<file path="config.mk">
export PLATFORM = sky130hd
export DESIGN_NAME = usb_irq_enable_and_descriptor_base
export DESIGN_NICKNAME = d
export VERILOG_FILES = /design/src/hw/event_latch.v /design/src/hw/irq_gate.v /design/src/hw/usb_irq_enable_and_descriptor_base.v
export VERILOG_INCLUDE_DIRS = /design/src /design/src/common
export SDC_FILE = /design/constraint.sdc
export NUM_CORES = 1
export LEC_CHECK = 0
export BUFFER_PORTS_ARGS = -buffer_cell sky130_fd_sc_hd__clkbuf_2
export CAP_MARGIN = 20
export CORE_MARGIN = 3
export CORE_UTILIZATION = 40
export DETAILED_ROUTE_END_ITERATION = 10
export PLACE_DENSITY_LB_ADDON = 0.1
export SKIP_CTS_REPAIR_TIMING = 1
export SLEW_MARGIN = 20
export SYNTH_ARGS = -nofsm -noshare
export SYNTH_HDL_FRONTEND = slang
export SYNTH_HIERARCHICAL = 1
export SYNTH_SLANG_ARGS = --single-unit
</file>
<file path="constraint.sdc">
create_clock -name ref_clk -period 1.2 [get_ports ref_clk]
set_input_delay 0.06 -clock ref_clk [delete_from_list [all_inputs] [get_ports ref_clk]]
set_output_delay 0.06 -clock ref_clk [all_outputs]
set_load 0.02 [all_outputs]
</file>
<file path="src/common/usb_irq_defines.vh">
// Constants for the USB interrupt-enable and descriptor base register block
`ifndef USB_IRQ_DEFINES_VH
`define USB_IRQ_DEFINES_VH
// Register byte offsets
`define OFS_IRQ_ENABLE 4'h0
`define OFS_PAGE_MID 4'h4
`define OFS_PAGE_HIGH 4'h8
`define OFS_EVENT_STATUS 4'hc
`define OFS_MODE 4'h0
// Widths
`define REG_W 8
`define EVT_W 8
// Event bit positions in status and enable
`define BIT_STALL 7
`define BIT_ATTACH 6
`define BIT_RESUME 5
`define BIT_IDLE 4
`define BIT_TOKEN 3
`define BIT_FRAME 2
`define BIT_ERROR 1
`define BIT_RESET_DETACH 0
// Reset value of every register
`define REG_RESET 8'h00
// Table alignment: low nine base bits
`define ALIGN_BITS 9
`define ALIGN_ZERO 9'h000
`define BASE_MID_LSB 16
`define BASE_LOW_W 7
`endif

</file>
<file path="src/hw/event_latch.v">
// Sticky event status bits with write-one-to-clear
`timescale 1ns/10ps
`default_nettype none
`include "usb_irq_defines.vh"
module event_latch (
  // Clock and reset
  input wire ref_clk,
  input wire reset_n,
  // Event pulses
  input wire [`EVT_W-1:0] event_in,
  // Clear request
  input wire clear_stb,
  input wire [`EVT_W-1:0] clear_mask,
  // Held status
  output reg [`EVT_W-1:0] status_q
);
  // Set wins over a clear in the same cycle so no event is lost
  always @(posedge ref_clk) begin
    if (!reset_n) begin
      status_q <= `REG_RESET;
    end else begin
      status_q <= (status_q & ~(clear_stb ? clear_mask : `REG_RESET)) | event_in;
    end
  end
endmodule
`default_nettype wire

</file>
<file path="src/hw/irq_gate.v">
// Combines status and enable bits into one interrupt request
`timescale 1ns/10ps
`default_nettype none
`include "usb_irq_defines.vh"
module irq_gate (
  // Flags and enables
  input wire [`EVT_W-1:0] flags,
  input wire [`EVT_W-1:0] enables,
  // Combined request
  output wire irq
);
  // Each flag passes only under its own enable bit
  assign irq = |(flags & enables);
endmodule
`default_nettype wire

</file>
<file path="src/hw/usb_irq_enable_and_descriptor_base.v">
// Register bank: USB interrupt enable, descriptor table page registers
`timescale 1ns/10ps
`default_nettype none
`include "usb_irq_defines.vh"
module usb_irq_enable_and_descriptor_base (
  // Clock and reset
  input wire ref_clk,
  input wire reset_n,
  // Wishbone slave
  input wire wb_cyc_i,
  input wire wb_stb_i,
  input wire wb_we_i,
  input wire [3:0] wb_adr_i,
  input wire [3:0] wb_sel_i,
  input wire [31:0] wb_dat_i,
  output reg [31:0] wb_dat_o,
  output reg wb_ack_o,
  // Link mode: high selects host operation
  input wire host_mode,
  // Event pulses from the link
  input wire stall_event,
  input wire attach_event,
  input wire resume_event,
  input wire bus_idle_event,
  input wire token_done_flag,
  input wire frame_start_flag,
  input wire link_error_event,
  input wire bus_reset_flag,
  input wire detach_flag,
  // Outputs to the link unit
  output wire combined_link_irq_flag,
  output wire [31:0] descriptor_base
);
  // Register state
  reg [`REG_W-1:0] usb_interrupt_enable_q; // Enable bits
  reg [`REG_W-1:0] usb_descriptor_table_page_mid_q; // Base bits 23:16
  reg [`REG_W-1:0] usb_descriptor_table_page_high_q; // Base bits 31:24
  wire [`EVT_W-1:0] status;
  wire [`EVT_W-1:0] events;
  wire req;
  wire wr_stb;
  wire clr_stb;
  wire req_irq; // Gated request, declared before the gate drives it

  // Zero-extend an 8-bit register onto the 32-bit bus
  function [31:0] widen;
    input [`REG_W-1:0] v;
    begin
      widen = {24'h000000, v};
    end
  endfunction

  // Bit 0 source depends on mode: detach in host, bus reset in device
  assign events = {stall_event, attach_event, resume_event, bus_idle_event,
                   token_done_flag, frame_start_flag, link_error_event,
                   host_mode ? detach_flag : bus_reset_flag};

  // A request is taken once; ack drops the cycle after
  assign req = wb_cyc_i & wb_stb_i & ~wb_ack_o;
  assign wr_stb = req & wb_we_i & wb_sel_i[0];
  assign clr_stb = wr_stb & (wb_adr_i == `OFS_EVENT_STATUS);

  // Sticky status, write one to clear
  event_latch u_latch (
    .ref_clk(ref_clk),
    .reset_n(reset_n),
    .event_in(events),
    .clear_stb(clr_stb),
    .clear_mask(wb_dat_i[`REG_W-1:0]),
    .status_q(status)
  );

  // Enabled flags form the single interrupt line
  irq_gate u_gate (
    .flags(status),
    .enables(usb_interrupt_enable_q),
    .irq(req_irq)
  );
  assign combined_link_irq_flag = req_irq;

  // Base address: pages high, low 16 bits forced zero
  assign descriptor_base = {usb_descriptor_table_page_high_q,
                            usb_descriptor_table_page_mid_q,
                            `BASE_LOW_W'h00, `ALIGN_ZERO};

  // Register writes; only low byte lane is implemented
  always @(posedge ref_clk) begin
    if (!reset_n) begin
      usb_interrupt_enable_q <= `REG_RESET;
      usb_descriptor_table_page_mid_q <= `REG_RESET;
      usb_descriptor_table_page_high_q <= `REG_RESET;
    end else if (wr_stb) begin
      case (wb_adr_i)
        `OFS_IRQ_ENABLE: begin
          usb_interrupt_enable_q <= wb_dat_i[`REG_W-1:0];
        end
        `OFS_PAGE_MID: begin
          usb_descriptor_table_page_mid_q <= wb_dat_i[`REG_W-1:0];
        end
        `OFS_PAGE_HIGH: begin
          usb_descriptor_table_page_high_q <= wb_dat_i[`REG_W-1:0];
        end
        default: begin
          // Status clear handled in the latch; others ignored
        end
      endcase
    end
  end

  // Ack and read data, one cycle after the request
  always @(posedge ref_clk) begin
    if (!reset_n) begin
      wb_ack_o <= 1'b0;
      wb_dat_o <= 32'h00000000;
    end else begin
      wb_ack_o <= req;
      if (req & ~wb_we_i) begin
        case (wb_adr_i)
          `OFS_IRQ_ENABLE: wb_dat_o <= widen(usb_interrupt_enable_q);
          `OFS_PAGE_MID: wb_dat_o <= widen(usb_descriptor_table_page_mid_q);
          `OFS_PAGE_HIGH: wb_dat_o <= widen(usb_descriptor_table_page_high_q);
          `OFS_EVENT_STATUS: wb_dat_o <= widen(status);
          default: wb_dat_o <= 32'h00000000; // Unmapped reads zero
        endcase
      end
    end
  end
endmodule
`default_nettype wire

</file>
==> impl_results.md, run 1 <==
- Status: finished, violations left
- Failing checks: negative setup slack
- CP peak stage delay: 0.33 ns
- CTS tree: built
- Pint: 2190 µW
- Remaining antenna violation count: 0
- N_diodes: 0
- Clock share of power: 0.392
- Crit-path max FO: 5
- Multi-input logic area: 1100 µm²
- Clk slew on worst S/H paths: 0.08 ns
- GRT Total Usage: 0.160
- Synth Flop Type: dfxtp_1
- Via count: 1700
- I/O pins: 121
- Number of synthesized flops with an enable pin: 0
- Max_cap viols: 0
- DR pass1 iterations: 4
- Final TNS setup: -0.0672 ns
- Critical Path Source Type: register
- Ranking of synthesized cells by area: dfxtp_1 (39%), mux2i_1 (19%), buf_4 (15%)
- Area leader, netlist: dfxtp_1
- Core area: 4940 µm²
- Yosys reg bits: 41
- Worst IR Drop VDD: 0.548 mV
- Crit path DAT: 1.38 ns
- Starting Density: 0.431
- Register area share after synthesis: 0.386
- Clock skew: 0.00576 ns
- Die area: 6230 µm²
- Congestion Overflow GR: 0
- Setup ws final: -0.0132 ns
- Min Hold Slack: 0.0108 ns
- Power Density: 1090 nW/µm²
- DR WL/cell: 13.7 µm
- Reg power frac: 0.482
- Unique cell type count in the Yosys netlist: 28
- Net Sw Frac: 0.249
- Fmax: 824 MHz
- Yosys warns: 6
- Critical Path RT: 1.37 ns
- Final net count: 353
- DR iter-0 viols: 47
- CTS Buf Count: 5
- Final setup vio count: 7
- Critical Setup Path Class: register to register
- Slew Viols, Final: 0
- Reg area: 823 µm²
- Hold Crit Class: primary input to register
- Top cell type's share of synthesized area: 0.386
- Period utilisation layout: 1.01
- Die span in y: 78.9 µm
- Post-DP HPWL: 3770 µm
- Asr flop ratio synth: 0
- I/O Buffers: 53
- Initial antenna violation count: 0
- CTS Buffer Depth: 2
- Routed WL: 5010 µm
- Filler Cells Inserted: 474
- RSZ-0062 raised after global routing: true
- Comb pwr share: 0.126
- Slowest-stage cell, CP: dfxtp_2
- Psw: 725 µW
- RePlAce Congestion: 0.785
- Via-to-Cell Ratio: 4.64
- Remaining DRCs: 0
- Htree depth: 2
- Post-Route Utilization: 0.543
- Global-route wire length before repair: 7760 µm
- Share of cells above drive strength 1: 0.308
- Clk Latency, worst-skew pair: 0.29 ns
- Static leakage: 0.00138 µW
- Clock sinks: 41
- Rows: 25
- Synth-to-layout area growth: 26.0%
- Pin count of the biggest net entering global routing: 22
- Cell Chain, Critical Path: and3b_2 > and4_4 > buf_6 > a31oi_1
- Syn Inst Count: 225
- Syn_area_per_cell: 9.46 µm²
- Synth Cell Area: 2130 µm²
- Minimum clock period: 1.21 ns
- Fin. Hold Viols: 0
- Crit end category: register
- Chip Width: 78.9 µm
- Root Driver: clkbuf_8
- Via count of the first global-routing pass: 1565
==> kinds of logic (layout without fill, tap and decap cells) <==
family | Yosys count | in the layout | synth area share
flops | 41 | 41 | 0.386
other cells | 1 | 40 | 0.00176
buf+inv | 61 | 96 | 0.187
simple gates | 45 | 45 | 0.115
compound gates | 36 | 36 | 0.118
mux | 41 | 41 | 0.193
==> metal layers <==
layer / GRT usage / part of all wire / vias up
met2: 0.263 / 0.49 / 55
met4: 0.0361 / 0.0044 / 0
met5: 0 / 0 / -
met3: 0.0385 / 0.056 / 2
met1: 0.212 / 0.45 / 782
li1: - / - / 861
==> power groups by stage <==
stage / logic, µW / clock network (µW) / registers, µW
6_report: 366 / 1140 / 1400
2_1_floorplan: 328 / 0 / 1430
3_3_place_gp: 333 / 0 / 1430
3_5_place_dp: 336 / 0 / 1430
5_1_grt: 398 / 1220 / 1410
4_1_cts: 336 / 1160 / 1400
==> Yosys cell counts (all sizes together) (2+ instances only) <==
| cell type | count |
|---|---|
| buf | 45 |
| dfxtp | 41 |
| mux2i | 40 |
| nand2 | 32 |
| a31oi | 8 |
| a32o | 8 |
| clkbuf | 8 |
| inv | 8 |
| o21ai | 8 |
| o22ai | 8 |
| a22oi | 4 |
| nand4b | 2 |
==> flip-flops by register name, indices dropped and copies added (netlist names) <==
name and flops:
usb_descriptor_table_page_high_q 8, wb_dat_o 8, u_latch/status_q 8, wb_ack_o 1, usb_descriptor_table_page_mid_q 8, usb_interrupt_enable_q 8
==> critical path, delay by kind of cell, from the launching register on <==
family          cells  cell delay [ns]
compound gates      1             0.08
buf+inv             1             0.13
flops               1             0.33
simple gates        2             0.56
==> cell usage in the layout, fill, tap and decap left out, drive strengths merged <==
cell and count:
bufinv 1, or3b 1, and4bb 1, mux2 1, clkbuf 59, o22ai 8, nand4b 2, inv 8
mux2i 40, and2 1, buf 20, nor2 1, nand2 32, nand3 1, and4 1, nand4 1
a32o 8, dlygate4sd3 8, o21ai 8, a22oi 4, nor4b 1, conb 40, dfxtp 41, nand4bb 1
a31oi 8, or3 1, and3b 1
==> stage by stage <==
step,total power (µW),instance area (µm²),setup slack (ns),instances
global placement,1770,2410,-0.0566,350
floorplan,1760,2280,-0.0993,264
global route,3020,2680,-0.0779,366
CTS,2900,2530,-0.0863,358
finish,2910,2680,-0.0132,366
detailed placement,1770,2410,-0.0733,350
==> final cells by class <==
type | count | area share
Timing Repair Buffer | 80 | 0.199
Tap cell | 67 | 0.0313
Inverter | 8 | 0.0112
Multi-Input combinational cell | 162 | 0.409
Clock buffer | 7 | 0.0322
Sequential cell | 41 | 0.307
Clock inverter | 1 | 0.0112
==> final timing paths <==
check                              endpoint  cells past startpoint  slack (ns)                       from
hold reg to reg   usb_interrupt_enable_q[2]                      2        0.48  usb_interrupt_enable_q[2]
setup reg to reg        u_latch/status_q[3]                      4       -0.01                   wb_ack_o
setup / recovery        u_latch/status_q[3]                      4       -0.01                   wb_ack_o
hold / removal          u_latch/status_q[5]                      3        0.01               resume_event
Note: power is estimated with default switching activity, not from simulation.
==> run 2, diff against run 1 <==
- CELL_PAD_IN_SITES_DETAIL_PLACEMENT: unset -> 0
- CELL_PAD_IN_SITES_GLOBAL_PLACEMENT: unset -> 1
- CORE_UTILIZATION: 40 -> 28
- SYNTH_HIERARCHICAL: 1 -> unset
==> run 2 against run 1 <==
The run still ends with negative setup slack left. Count of clock-buffer cells in the layout did not move. Sequential cell count did not move. Die area grew 40%. Largest cell class unchanged. Hold slack lost 0.011 ns. Clock power fell by 19%. Highest routed layer unchanged. Register-to-register slack got worse by 0.13 ns. Critical path type unchanged. Core utilization decreased by 17 points. Area after synthesis up 0.76%. Worst setup slack got worse by 0.13 ns.
==> impl_results.md, run 2 <==
- Htree depth: 2 (unchanged)
- Delay-heaviest family, CP: simple AND/OR/NAND/NOR gates
- Share of cells above drive strength 1: 0.304 (-0.00334)
- Synth Cell Area: 2140 µm² (+0.76%)
- Core area: 7330 µm² (+48%)
- Min Hold Slack: 0.000253 ns (-0.0106 ns)
- Commonest non-fill, non-tap cell in the layout: clkbuf_2
- Worst IR Drop VDD: 0.313 mV (-43%)
- Crit-path max FO: 4 (-1)
- Initial antenna violation count: 0 (unchanged)
- Clock sinks: 41 (unchanged)
- Period utilisation layout: 1.12 (+0.110)
- Final net count: 354 (+0.28%)
- Pin count of the biggest net entering global routing: 50 (+130%)
- Via count: 1728 (+1.6%)
- CTS Buf Count: 5 (unchanged)
- Starting Density: 0.293 (-0.138)
- Root Driver: clkbuf_8
- DP Worst Slack: -0.136 ns (-0.0624 ns)
- Die span in y: 93.5 µm (+18%)
- Static leakage: 0.00131 µW (-5.1%)
- Slew Viols, Final: 0 (unchanged)
- Number of synthesized flops with an enable pin: 0 (unchanged)
- GRT Total Usage: 0.125 (-0.0343)
- RSZ-0062 raised after global routing: true
- CTS tree: built
- Max_cap viols: 0 (unchanged)
- Hold Crit Class: primary input to register
- DR WL/cell: 14.0 µm (+2.6%)
- Crit end category: register
- Chip Width: 93.5 µm (+18%)
- Synth-to-layout area growth: 26.2%
- Power Density: 1000 nW/µm² (-7.7%)
- Clock skew: 0.00452 ns (-0.00124 ns)
- Reg2reg setup slack: -0.15 ns (-0.13 ns)
- Status: finished, violations left
- Critical Path Source Type: register
- RePlAce Congestion: 0.715 (-8.9%)
- Unique cell type count in the Yosys netlist: 30 (+7.1%)
- Remaining DRCs: 0 (unchanged)
- Die area: 8750 µm² (+40%)
- Via-to-Cell Ratio: 4.34 (-6.5%)
- Crit path DAT: 1.56 ns (+0.18 ns)
- Yosys reg bits: 41 (unchanged)
- Congestion Overflow GR: 0 (unchanged)
- I/O Buffers: 53 (unchanged)
- Clk Latency, worst-skew pair: 0.29 ns (about the same)
- Fin area: 2710 µm² (+0.89%)
- Post-synth top cells: buf_4 (41), dfxtp_1 (41), mux2i_1 (40)
- Fmax: 743 MHz (-9.8%)
- Post-Route Utilization: 0.369 (-0.174)
- Via count of the first global-routing pass: 1560 (-0.32%)
- Fin. Hold Viols: 0 (unchanged)
- Worst path bufs/invs: 1 (unchanged)
- Minimum clock period: 1.35 ns (+0.132 ns)
- Slowest-stage cell, CP: dfxtp_2
- DR iter-0 viols: 63 (+34%)
- Ranking of synthesized cells by area: dfxtp_1 (38%), mux2i_1 (19%), buf_4 (14%)
- Cell Chain, Critical Path: nand3b_1 > nor4b_4 > buf_4 > mux2i_1
- CTS Buffer Depth: 2 (unchanged)
- Placed Area: 2490 µm² (+3.1%)
- Failing checks: negative setup slack
- Most frequent cells in the layout: clkbuf_2 (52), mux2i_1 (40), conb_1 (40)
- Synth Flop Type: dfxtp_1
- Syn Inst Count: 226 (+0.44%)
- Asr flop ratio synth: 0 (unchanged)
- Filler Cells Inserted: 757 (+60%)
- Area leader, netlist: dfxtp_1
- Post-DP HPWL: 4160 µm (+10%)
- Remaining antenna violation count: 0 (unchanged)
- CP peak stage delay: 0.33 ns (about the same)
- Syn_area_per_cell: 9.49 µm² (+0.32%)
- N_diodes: 0 (unchanged)
- Rows: 31 (+24%)
- DR pass1 iterations: 4 (unchanged)
- Routed WL: 5590 µm (+12%)
- Clk slew on worst S/H paths: 0.08 ns (about the same)
- Global-route wire length before repair: 8300 µm (+7.0%)
- Setup ws final: -0.145 ns (-0.132 ns)
- Critical Setup Path Class: register to register
- Final setup vio count: 33 (+26)
- Yosys warns: 0 (-6)
- I/O pins: 121 (unchanged)
- Critical Path RT: 1.42 ns (+0.05 ns)
- Top cell type's share of synthesized area: 0.383 (-0.00293)
- Register area share after synthesis: 0.383 (-0.00293)
run 2: worst paths after layout:
path                             startpoint                         to  cells past startpoint
setup / recovery                   wb_ack_o  usb_interrupt_enable_q[6]                      4
hold / removal             link_error_event        u_latch.status_q[1]                      3
setup reg to reg                   wb_ack_o  usb_interrupt_enable_q[6]                      4
hold reg to reg   usb_interrupt_enable_q[7]  usb_interrupt_enable_q[7]                      2
run 2: cells by family (layout without fill, tap and decap cells):
group,count (synthesis),in the layout,share of synthesized area
AO/OA/AOI/OAI,36,36,0.116
other,1,40,0.00175
buffers and inverters,60,94,0.184
AND/OR/NAND/NOR,47,47,0.124
multiplexers,41,41,0.192
flip-flops,41,41,0.383
run 2: final cells by class:
class | instances | area, µm² | area share
Clock buffer | 7 | 86.3 | 0.0319
Multi-Input combinational cell | 164 | 1110 | 0.410
Sequential cell | 41 | 826 | 0.305
Inverter | 7 | 26.3 | 0.00971
Tap cell | 99 | 124 | 0.0458
Timing Repair Buffer | 80 | 534 | 0.197
run 2: worst register-to-register path, delay by kind of cell, from the launching register on:
family	cells	cell delay [ns]
multiplexers	1	0.18
buffers and inverters	1	0.21
AND/OR/NAND/NOR	2	0.55
flip-flops	1	0.33
run 2: stage by stage:
stage                     TNS [ns]  total power (µW)  cells
after CTS                    -2.53              2720    390
after global routing         -4.59              2840    398
final                        -2.09              2710    398
after floorplan              -1.12              1770    265
after detailed placement     -1.74              1790    383
after global placement       -1.44              1780    383
run 2: per-layer routing:
metal / part of all wire / up-vias / global-route usage
met5: 0 / - / 0
met3: 0.063 / 7 / 0.0306
met4: 0.011 / 0 / 0.0403
met1: 0.50 / 800 / 0.184
li1: - / 859 / -
met2: 0.42 / 62 / 0.177
run 2: report_power, final:
group / leakage, µW / internal, µW / switching [µW] / total (µW)
clock network: 0.0000443 / 457 / 471 / 928
registers: 0.000335 / 1380 / 21.3 / 1400
logic: 0.000933 / 130 / 247 / 377
